$ cat src/srap_pkg.sv
package srap_pkg;

  localparam int unsigned SRAP_WORD_W = 16;
  localparam int unsigned SRAP_ADDR_W = 10;

  // Command word layout
  localparam int unsigned SRAP_CMD_EN_HI = 15;
  localparam int unsigned SRAP_CMD_EN_LO = 11;
  localparam int unsigned SRAP_CMD_DIR_BIT = 10;
  localparam logic [4:0] SRAP_CMD_ENABLE = 5'h1C;
  localparam logic SRAP_DIR_READ = 1'h1;

  // Highest register index; pointer saturates here
  localparam logic [9:0] SRAP_PTR_MAX = 10'h0FF;
  localparam logic [9:0] SRAP_PTR_RESET = 10'h000;

  localparam logic [3:0] SRAP_SPI_LAST_BIT = 4'hF;
  localparam logic [3:0] SRAP_I2C_LAST_BIT = 4'h7;
  localparam logic [3:0] SRAP_I2C_BYTE_BITS = 4'h8;

  // Upper five bits of the two-wire bus address
  localparam logic [4:0] SRAP_I2C_ADDR_HI = 5'h0B;

  // Synchroniser lanes
  localparam int unsigned SRAP_SYNC_W = 7;
  localparam int unsigned SRAP_S_CS = 0;
  localparam int unsigned SRAP_S_SCLK = 1;
  localparam int unsigned SRAP_S_DIN = 2;
  localparam int unsigned SRAP_S_SCL = 3;
  localparam int unsigned SRAP_S_SDA = 4;
  localparam int unsigned SRAP_S_AS0 = 5;
  localparam int unsigned SRAP_S_AS1 = 6;
  localparam logic [6:0] SRAP_SYNC_RESET = 7'h7B;

  typedef struct packed {
    logic wr;
    logic [9:0] addr;
    logic [15:0] data;
  } srap_reg_t;

  localparam srap_reg_t SRAP_REG_RESET = '{wr: 1'b0, addr: 10'h000, data: 16'h0000};

  typedef enum logic [1:0] {SPI_CMD, SPI_WR, SPI_RD, SPI_IGNORE} srap_spi_state_t;
  typedef enum logic [1:0] {I2C_IDLE, I2C_ADDR, I2C_WDATA, I2C_RDATA} srap_i2c_state_t;

endpackage : srap_pkg

$ cat src/srap_serial_port.sv
`timescale 1ns/1ps

module srap_serial_port (
  input wire logic ref_clk_i,
  input wire logic reset_n_i,
  input wire logic spi_cs_n_i,
  input wire logic spi_sclk_i,
  input wire logic spi_din_i,
  output logic spi_dout_o,
  output logic spi_dout_oe_o,
  output srap_pkg::srap_reg_t spi_reg_o,
  input wire logic [15:0] spi_rd_data_i,
  input wire logic i2c_scl_i,
  input wire logic i2c_sda_i,
  output logic i2c_sda_o,
  output logic i2c_sda_oe_o,
  input wire logic bus_address_select_0_i,
  input wire logic bus_address_select_1_i,
  output srap_pkg::srap_reg_t i2c_reg_o,
  input wire logic [15:0] i2c_rd_data_i
);
  import srap_pkg::*;

  // Saturating pointer step shared by both variants
  function automatic logic [9:0] srap_step(input logic [9:0] ptr);
    srap_step = (ptr == SRAP_PTR_MAX) ? ptr : ptr + 10'h001;
  endfunction : srap_step

  logic [6:0] sync1_reg;
  logic [6:0] sync2_reg;
  logic [6:0] last_reg;

  // Two-flop synchronisers; edges are found only on the second stage
  always_ff @(posedge ref_clk_i or negedge reset_n_i) begin
    if (!reset_n_i) begin
      sync1_reg <= SRAP_SYNC_RESET;
      sync2_reg <= SRAP_SYNC_RESET;
      last_reg <= SRAP_SYNC_RESET;
    end else begin
      sync1_reg <= {bus_address_select_1_i, bus_address_select_0_i, i2c_sda_i, i2c_scl_i,
                    spi_din_i, spi_sclk_i, spi_cs_n_i};
      sync2_reg <= sync1_reg;
      last_reg <= sync2_reg;
    end
  end

  wire cs_n = sync2_reg[SRAP_S_CS];
  wire din = sync2_reg[SRAP_S_DIN];
  wire sclk_rise = sync2_reg[SRAP_S_SCLK] & ~last_reg[SRAP_S_SCLK];
  wire sclk_fall = ~sync2_reg[SRAP_S_SCLK] & last_reg[SRAP_S_SCLK];
  wire scl = sync2_reg[SRAP_S_SCL];
  wire sda = sync2_reg[SRAP_S_SDA];
  wire scl_rise = scl & ~last_reg[SRAP_S_SCL];
  wire scl_fall = ~scl & last_reg[SRAP_S_SCL];
  wire i2c_start = scl & last_reg[SRAP_S_SCL] & ~sda & last_reg[SRAP_S_SDA];
  wire i2c_stop = scl & last_reg[SRAP_S_SCL] & sda & ~last_reg[SRAP_S_SDA];

  // SPI variant
  srap_spi_state_t spi_state_reg;
  logic [3:0] spi_cnt_reg;
  logic [15:0] spi_in_reg;
  logic [15:0] spi_out_reg;
  logic [9:0] spi_ptr_reg;
  srap_reg_t spi_reg_reg;
  logic spi_dout_reg;
  logic spi_oe_reg;

  wire [15:0] spi_word = {spi_in_reg[14:0], din};
  wire spi_word_done = sclk_rise & (spi_cnt_reg == SRAP_SPI_LAST_BIT);
  wire spi_cmd_ok = spi_word[SRAP_CMD_EN_HI:SRAP_CMD_EN_LO] == SRAP_CMD_ENABLE;
  wire spi_cmd_rd = spi_word[SRAP_CMD_DIR_BIT] == SRAP_DIR_READ;

  always_ff @(posedge ref_clk_i or negedge reset_n_i) begin
    if (!reset_n_i) begin
      spi_state_reg <= SPI_CMD;
      spi_cnt_reg <= 4'h0;
      spi_in_reg <= 16'h0000;
      spi_out_reg <= 16'h0000;
      spi_ptr_reg <= SRAP_PTR_RESET;
      spi_reg_reg <= SRAP_REG_RESET;
      spi_dout_reg <= 1'b0;
      spi_oe_reg <= 1'b0;
    end else if (cs_n) begin
      // Deselect drops any partial word and ends a read
      spi_state_reg <= SPI_CMD;
      spi_cnt_reg <= 4'h0;
      spi_oe_reg <= 1'b0;
      spi_reg_reg.wr <= 1'b0;
      spi_reg_reg.addr <= spi_ptr_reg;
    end else begin
      spi_reg_reg.wr <= 1'b0;
      spi_reg_reg.addr <= spi_ptr_reg;
      if (sclk_rise) begin
        spi_in_reg <= spi_word;
        spi_cnt_reg <= spi_cnt_reg + 4'h1;
      end
      if (spi_word_done) begin
        case (spi_state_reg)
          SPI_CMD: begin
            spi_ptr_reg <= spi_word[SRAP_ADDR_W-1:0];
            if (!spi_cmd_ok) begin
              spi_state_reg <= SPI_IGNORE;
            end else if (spi_cmd_rd) begin
              spi_state_reg <= SPI_RD;
            end else begin
              spi_state_reg <= SPI_WR;
            end
          end
          SPI_WR: begin
            spi_reg_reg.wr <= 1'b1;
            spi_reg_reg.data <= spi_word;
            spi_ptr_reg <= srap_step(spi_ptr_reg);
            if (spi_ptr_reg == SRAP_PTR_MAX) begin
              spi_state_reg <= SPI_IGNORE;
            end
          end
          SPI_RD: begin
            spi_ptr_reg <= srap_step(spi_ptr_reg);
          end
          default: begin
            spi_state_reg <= SPI_IGNORE;
          end
        endcase
      end
      if (sclk_fall && spi_state_reg == SPI_RD) begin
        spi_oe_reg <= 1'b1;
        if (spi_cnt_reg == 4'h0) begin
          // Word boundary: fetch the register now pointed at
          spi_out_reg <= spi_rd_data_i;
          spi_dout_reg <= spi_rd_data_i[SRAP_WORD_W-1];
        end else begin
          spi_out_reg <= {spi_out_reg[14:0], 1'b0};
          spi_dout_reg <= spi_out_reg[SRAP_WORD_W-2];
        end
      end
    end
  end

  assign spi_dout_o = spi_dout_reg;
  assign spi_dout_oe_o = spi_oe_reg;
  assign spi_reg_o = spi_reg_reg;

  // Two-wire variant: only ever answers, never starts anything
  srap_i2c_state_t i2c_state_reg;
  logic [3:0] i2c_cnt_reg;
  logic [7:0] i2c_sh_reg;
  logic [7:0] i2c_hold_reg;
  logic [9:0] i2c_ptr_reg;
  srap_reg_t i2c_reg_reg;
  logic i2c_byte_done_reg;
  logic i2c_ack_reg;
  logic i2c_first_reg;
  logic i2c_hi_reg;
  logic i2c_full_reg;
  logic i2c_oe_reg;

  wire [6:0] i2c_my_addr = {SRAP_I2C_ADDR_HI, sync2_reg[SRAP_S_AS1], sync2_reg[SRAP_S_AS0]};
  wire i2c_match = i2c_sh_reg[7:1] == i2c_my_addr;
  wire i2c_rd_dir = i2c_sh_reg[0] == SRAP_DIR_READ;
  wire [7:0] i2c_tx_byte = i2c_hi_reg ? i2c_rd_data_i[15:8] : i2c_rd_data_i[7:0];
  wire [7:0] i2c_tx_next = {i2c_sh_reg[6:0], 1'b0};

  always_ff @(posedge ref_clk_i or negedge reset_n_i) begin
    if (!reset_n_i) begin
      i2c_state_reg <= I2C_IDLE;
      i2c_cnt_reg <= 4'h0;
      i2c_sh_reg <= 8'h00;
      i2c_hold_reg <= 8'h00;
      i2c_ptr_reg <= SRAP_PTR_RESET;
      i2c_reg_reg <= SRAP_REG_RESET;
      i2c_byte_done_reg <= 1'b0;
      i2c_ack_reg <= 1'b0;
      i2c_first_reg <= 1'b0;
      i2c_hi_reg <= 1'b1;
      i2c_full_reg <= 1'b0;
      i2c_oe_reg <= 1'b0;
    end else begin
      i2c_reg_reg.wr <= 1'b0;
      i2c_reg_reg.addr <= i2c_ptr_reg;
      if (i2c_stop) begin
        i2c_state_reg <= I2C_IDLE;
        i2c_oe_reg <= 1'b0;
      end else if (i2c_start) begin
        i2c_state_reg <= I2C_ADDR;
        i2c_cnt_reg <= 4'h0;
        i2c_byte_done_reg <= 1'b0;
        i2c_ack_reg <= 1'b0;
        i2c_oe_reg <= 1'b0;
      end else if (scl_rise && i2c_state_reg != I2C_IDLE) begin
        if (i2c_ack_reg) begin
          // Master no-acknowledge ends a read
          if (i2c_state_reg == I2C_RDATA && sda) begin
            i2c_state_reg <= I2C_IDLE;
          end
        end else if (i2c_state_reg == I2C_RDATA) begin
          i2c_cnt_reg <= i2c_cnt_reg + 4'h1;
        end else begin
          i2c_sh_reg <= {i2c_sh_reg[6:0], sda};
          i2c_cnt_reg <= i2c_cnt_reg + 4'h1;
          i2c_byte_done_reg <= i2c_cnt_reg == SRAP_I2C_LAST_BIT;
        end
      end else if (scl_fall && i2c_state_reg != I2C_IDLE) begin
        // All SDA changes happen just after SCL falls
        if (i2c_byte_done_reg) begin
          i2c_byte_done_reg <= 1'b0;
          i2c_cnt_reg <= 4'h0;
          i2c_ack_reg <= 1'b1;
          i2c_oe_reg <= 1'b1;
          if (i2c_state_reg == I2C_ADDR) begin
            if (!i2c_match) begin
              i2c_state_reg <= I2C_IDLE;
              i2c_ack_reg <= 1'b0;
              i2c_oe_reg <= 1'b0;
            end else if (i2c_rd_dir) begin
              i2c_state_reg <= I2C_RDATA;
              i2c_hi_reg <= 1'b1;
            end else begin
              i2c_state_reg <= I2C_WDATA;
              i2c_first_reg <= 1'b1;
            end
          end else if (i2c_first_reg) begin
            i2c_ptr_reg <= {2'b00, i2c_sh_reg};
            i2c_first_reg <= 1'b0;
            i2c_hi_reg <= 1'b1;
            i2c_full_reg <= 1'b0;
          end else if (i2c_hi_reg) begin
            i2c_hold_reg <= i2c_sh_reg;
            i2c_hi_reg <= 1'b0;
          end else begin
            // Past the last register, pairs are acknowledged but dropped
            i2c_reg_reg.wr <= ~i2c_full_reg;
            i2c_reg_reg.data <= {i2c_hold_reg, i2c_sh_reg};
            i2c_ptr_reg <= srap_step(i2c_ptr_reg);
            i2c_full_reg <= i2c_full_reg | (i2c_ptr_reg == SRAP_PTR_MAX);
            i2c_hi_reg <= 1'b1;
          end
        end else if (i2c_ack_reg) begin
          i2c_ack_reg <= 1'b0;
          i2c_oe_reg <= 1'b0;
          if (i2c_state_reg == I2C_RDATA) begin
            i2c_sh_reg <= i2c_tx_byte;
            i2c_oe_reg <= ~i2c_tx_byte[7];
            i2c_cnt_reg <= 4'h0;
            i2c_hi_reg <= ~i2c_hi_reg;
            if (!i2c_hi_reg) begin
              i2c_ptr_reg <= srap_step(i2c_ptr_reg);
            end
          end
        end else if (i2c_state_reg == I2C_RDATA) begin
          if (i2c_cnt_reg == SRAP_I2C_BYTE_BITS) begin
            i2c_oe_reg <= 1'b0;
            i2c_ack_reg <= 1'b1;
          end else begin
            i2c_sh_reg <= i2c_tx_next;
            i2c_oe_reg <= ~i2c_tx_next[7];
          end
        end
      end
    end
  end

  // Open drain: the line is only ever pulled low
  assign i2c_sda_o = 1'b0;
  assign i2c_sda_oe_o = i2c_oe_reg;
  assign i2c_reg_o = i2c_reg_reg;

endmodule : srap_serial_port

$ cat config.mk
export PLATFORM = sky130hd
export DESIGN_NAME = srap_serial_port
export DESIGN_NICKNAME = d
export VERILOG_FILES = /design/src/srap_pkg.sv /design/src/srap_serial_port.sv
export SDC_FILE = /design/constraint.sdc
export NUM_CORES = 1
export LEC_CHECK = 0
export BUFFER_PORTS_ARGS = -buffer_cell sky130_fd_sc_hd__buf_4
export CORE_AREA = 2 2 116 118
export CTS_CLUSTER_SIZE = 25
export DETAILED_ROUTE_END_ITERATION = 8
export DIE_AREA = 0 0 118 120
export GPL_TIMING_DRIVEN = 0
export PLACE_DENSITY_LB_ADDON = 0.12
export SYNTH_ARGS = -nofsm -noshare
export SYNTH_HDL_FRONTEND = slang
export SYNTH_SLANG_ARGS = --single-unit
export TNS_END_PERCENT = 50
$ cat constraint.sdc
create_clock -name ref_clk_i -period 2.4 [get_ports ref_clk_i]
set_input_delay 0.24 -clock ref_clk_i [delete_from_list [all_inputs] [get_ports ref_clk_i]]
set_output_delay 0.24 -clock ref_clk_i [all_outputs]
set_load 0.02 [all_outputs]
==> run_results.csv <==
group,metric,value,unit
die,rows,42,
layout,antenna_cells,0,
die,floorplan.initialDensity,0.554,
layout,fillers,962,
place,place_area,8170,sq um
die,die_w,118,um
clock_network,ctsHoldBuffers,8,
setup_path,arrival,2.35,ns
layout,drive_gt1_frac,0.339,
setup_path,crit_type,"register to register",
yosys,ys_seq_elements,157,
global_route,global_route.usage.met1,0.291,
timing,finClkSkew,0.0100,ns
global_route,use_met3,0.0518,
clock_network,cts_sinks,157,
place,place_inst,855,
layout,area_delta_synth_final,23.4,%
min_path,hp-class,"input pin to register",
yosys,netlist.top_cell.by_area,"dfrtp_1",
detailed_routing,vias_per_cell,5.62,
status,run_status,"finished clean",
detailed_routing,drt_iter0_markers,336,
min_path,holdPathStages,3,
detailed_routing,wl_per_cell,16.5,um
detailed_routing,drc_errors,0,
yosys,synth_edf_count,0,
setup_path,reg2reg_depth,5,
detailed_routing,ant_nets,0,
global_route,grt_usage,0.218,
clock_network,cts_tree,"yes",
clock_network,htree_levels,4,
detailed_routing,drt_wl_total,14800,um
yosys,synth_area_leaders,"dfrtp_1 (49%), mux2_2 (8.1%), dfstp_2 (5.9%)",
yosys,syn_avg_cell_area,12.4,sq um
clock_network,cts_resized,0,
timing,rsz0062_at_grt,"false",
layout,multi_input_area,2980,sq um
setup_path,worstPathRequired,2.70,ns
timing,worstMarginPinSlew,0.644,ns
yosys,yosys_most_used_dff,"dfrtp_1",
timing,fmax,489,MHz
yosys,synthDominantCellAreaShare,0.491,
yosys,synth_fp_nets,631,
clock_network,cts_buffers,17,
die,core-area,13000,sq um
timing,relSlewSlack,0.570,
pwr,p_leak,0.00430,uW
yosys,ys_types,86,
global_route,busiest_layer,"met2",
timing,hold_violations,0,
timing,slew_violations,0,
global_route,grt_pass1_wl,24500,um
clock_network,insertion_delay,0.42,ns
layout,design_area,8860,sq um
yosys,synthCells,581,
pwr,peakVddDrop,565,uV
layout,final_util,0.683,
clock_network,post_cts_buffers,0,
global_route,antenna_found_initial,0,
setup_path,cp-end-kind,"register",
place,gp_congestion,0.910,
run,cap_violations,0,
timing,period_share,0.852,
setup_path,crit_path_max_fanout,10,
global_route,gr-usage-met2,0.356,
global_route,grt_pass1_vias,4962,
die,io_pins,99,
timing,setup-tns-final,0,ns
clock_network,root_buffer,"clkbuf_16",
yosys,synthArstFlopShare,1.00,
yosys,yosys_warnings,0,
global_route,overflow,0,
yosys,yosysSeqAreaShare,0.550,
place,dp_hpwl,10200,um
place,io_buffers,97,
die,dieArea,14200,sq um
clock_network,cts.clk_slew.worst_paths,0.06,ns
layout,stdcell_count,895,
yosys,netlist_area,7190,sq um
layout,seqCellArea,3950,sq um
die,die_h,120,um
setup_path,start_kind,"register",
global_route,grt_max_degree,94,
timing,setup_violations,0,
clock_network,cts_max_path_buffers,2,
detailed_routing,dr.pass1.iters,5,
layout,nets,756,
timing,fin_crit,2.05,ns
pwr,power_density,672,nW/um^2
detailed_routing,routed-via-count,5031,
-- cell usage in the layout, fill, tap and decap left out, types with 10 or more instances in the layout --
cell       instances
dfstp_2           16
mux2i_1           26
mux2_2            52
a21oi_1           35
buf_2             13
inv_1             21
buf_4            102
nor2_1            29
nand3_1           13
mux2_1            23
o21ai_0           18
dfrtp_1          141
a2bb2oi_1         11
nand2_1           19
clkbuf_16         17
o22ai_1           10
-- worst max-delay path: stages (launching register included) --
cell and delay [ns]:
dfstp_2 0.51, buf_4 0.18, buf_2 0.28, inv_2 0.11
nor3_4 0.45, mux2_2 0.39
-- routing by layer --
metal,up-vias,part of all wire
met5,-,0
met4,0,0.013
met3,16,0.046
met2,132,0.49
met1,2500,0.45
li1,2383,-
-- logic make-up after synthesis --
kind of cell,synth area share
AOI/OAI and AO/OA,0.114
DFF,0.550
muxes,0.156
adders and majority gates,0.0157
and+or+nand+nor,0.121
xor gates and xnor gates,0.00731
other,0.000522
buffers and inverters,0.0362
-- stage by stage --
| stage | hold slack [ns] | total power [uW] | worst slack [ns] |
|---|---|---|---|
| after floorplan | -0.0556 | 3040 | 0.619 |
| after global placement | 0.335 | 3190 | 0.346 |
| after detailed placement | 0.271 | 3210 | 0.366 |
| after CTS | 0.0542 | 6020 | 0.359 |
| after global routing | 0.0788 | 6170 | 0.272 |
| final | 0.0581 | 5960 | 0.355 |
-- Yosys cell counts (3+ instances only) --
master / n
nor2b_1: 3
o211ai_1: 4
mux2_1: 23
buf_6: 3
xnor2_1: 3
nor3b_1: 3
mux2_2: 52
a21oi_1: 35
nor2_1: 29
a2bb2oi_1: 11
o31ai_1: 5
dfrtp_1: 141
and2_1: 7
nand4_1: 9
a31oi_1: 3
a22oi_1: 3
nand2b_1: 3
and3b_1: 3
nand2_1: 19
clkbuf_1: 7
buf_4: 6
mux2i_1: 26
o22ai_1: 10
xor2_1: 3
and3_1: 3
dfstp_2: 16
o21ai_0: 18
ha_1: 9
and4b_1: 4
o2bb2ai_1: 3
buf_2: 13
nor3_1: 7
inv_1: 21
nand3_1: 13
nand3b_1: 3
-- layout make-up --
cell class                 count  area share
sequential                   157       0.446
multi-input combinational    372       0.336
timing repair buffer         106      0.0947
clock buffer                  20      0.0515
tap                          176      0.0248
buffer                        30      0.0200
clock inverter                12      0.0182
inverter                      22     0.00932
-- worst paths after layout --
check,from,end,slack (ns)
max reg2reg,i2c_hi_reg$_DFFE_PN1P_,i2c_hold_reg[6]$_DFFE_PN0P_,0.35
max,i2c_hi_reg$_DFFE_PN1P_,i2c_hold_reg[6]$_DFFE_PN0P_,0.35
min reg2reg,sync1_reg[2]$_DFF_PN0_,sync2_reg[2]$_DFF_PN0_,0.35
min,spi_rd_data_i[0],spi_out_reg[0]$_DFFE_PN0P_,0.06
min in group asynchronous,reset_n_i,i2c_sda_oe_o$_DFFE_PN0P_,0.38
max in group asynchronous,reset_n_i,sync1_reg[6]$_DFF_PN1_,1.15
-- power breakdown --
group	leakage (uW)	total, uW	switching [uW]	internal [uW]
registers	0.00203	2840	96.0	2750
logic	0.00197	336	161	175
clock network	0.000293	2780	1080	1700
(Power assumes the default switching activity.)
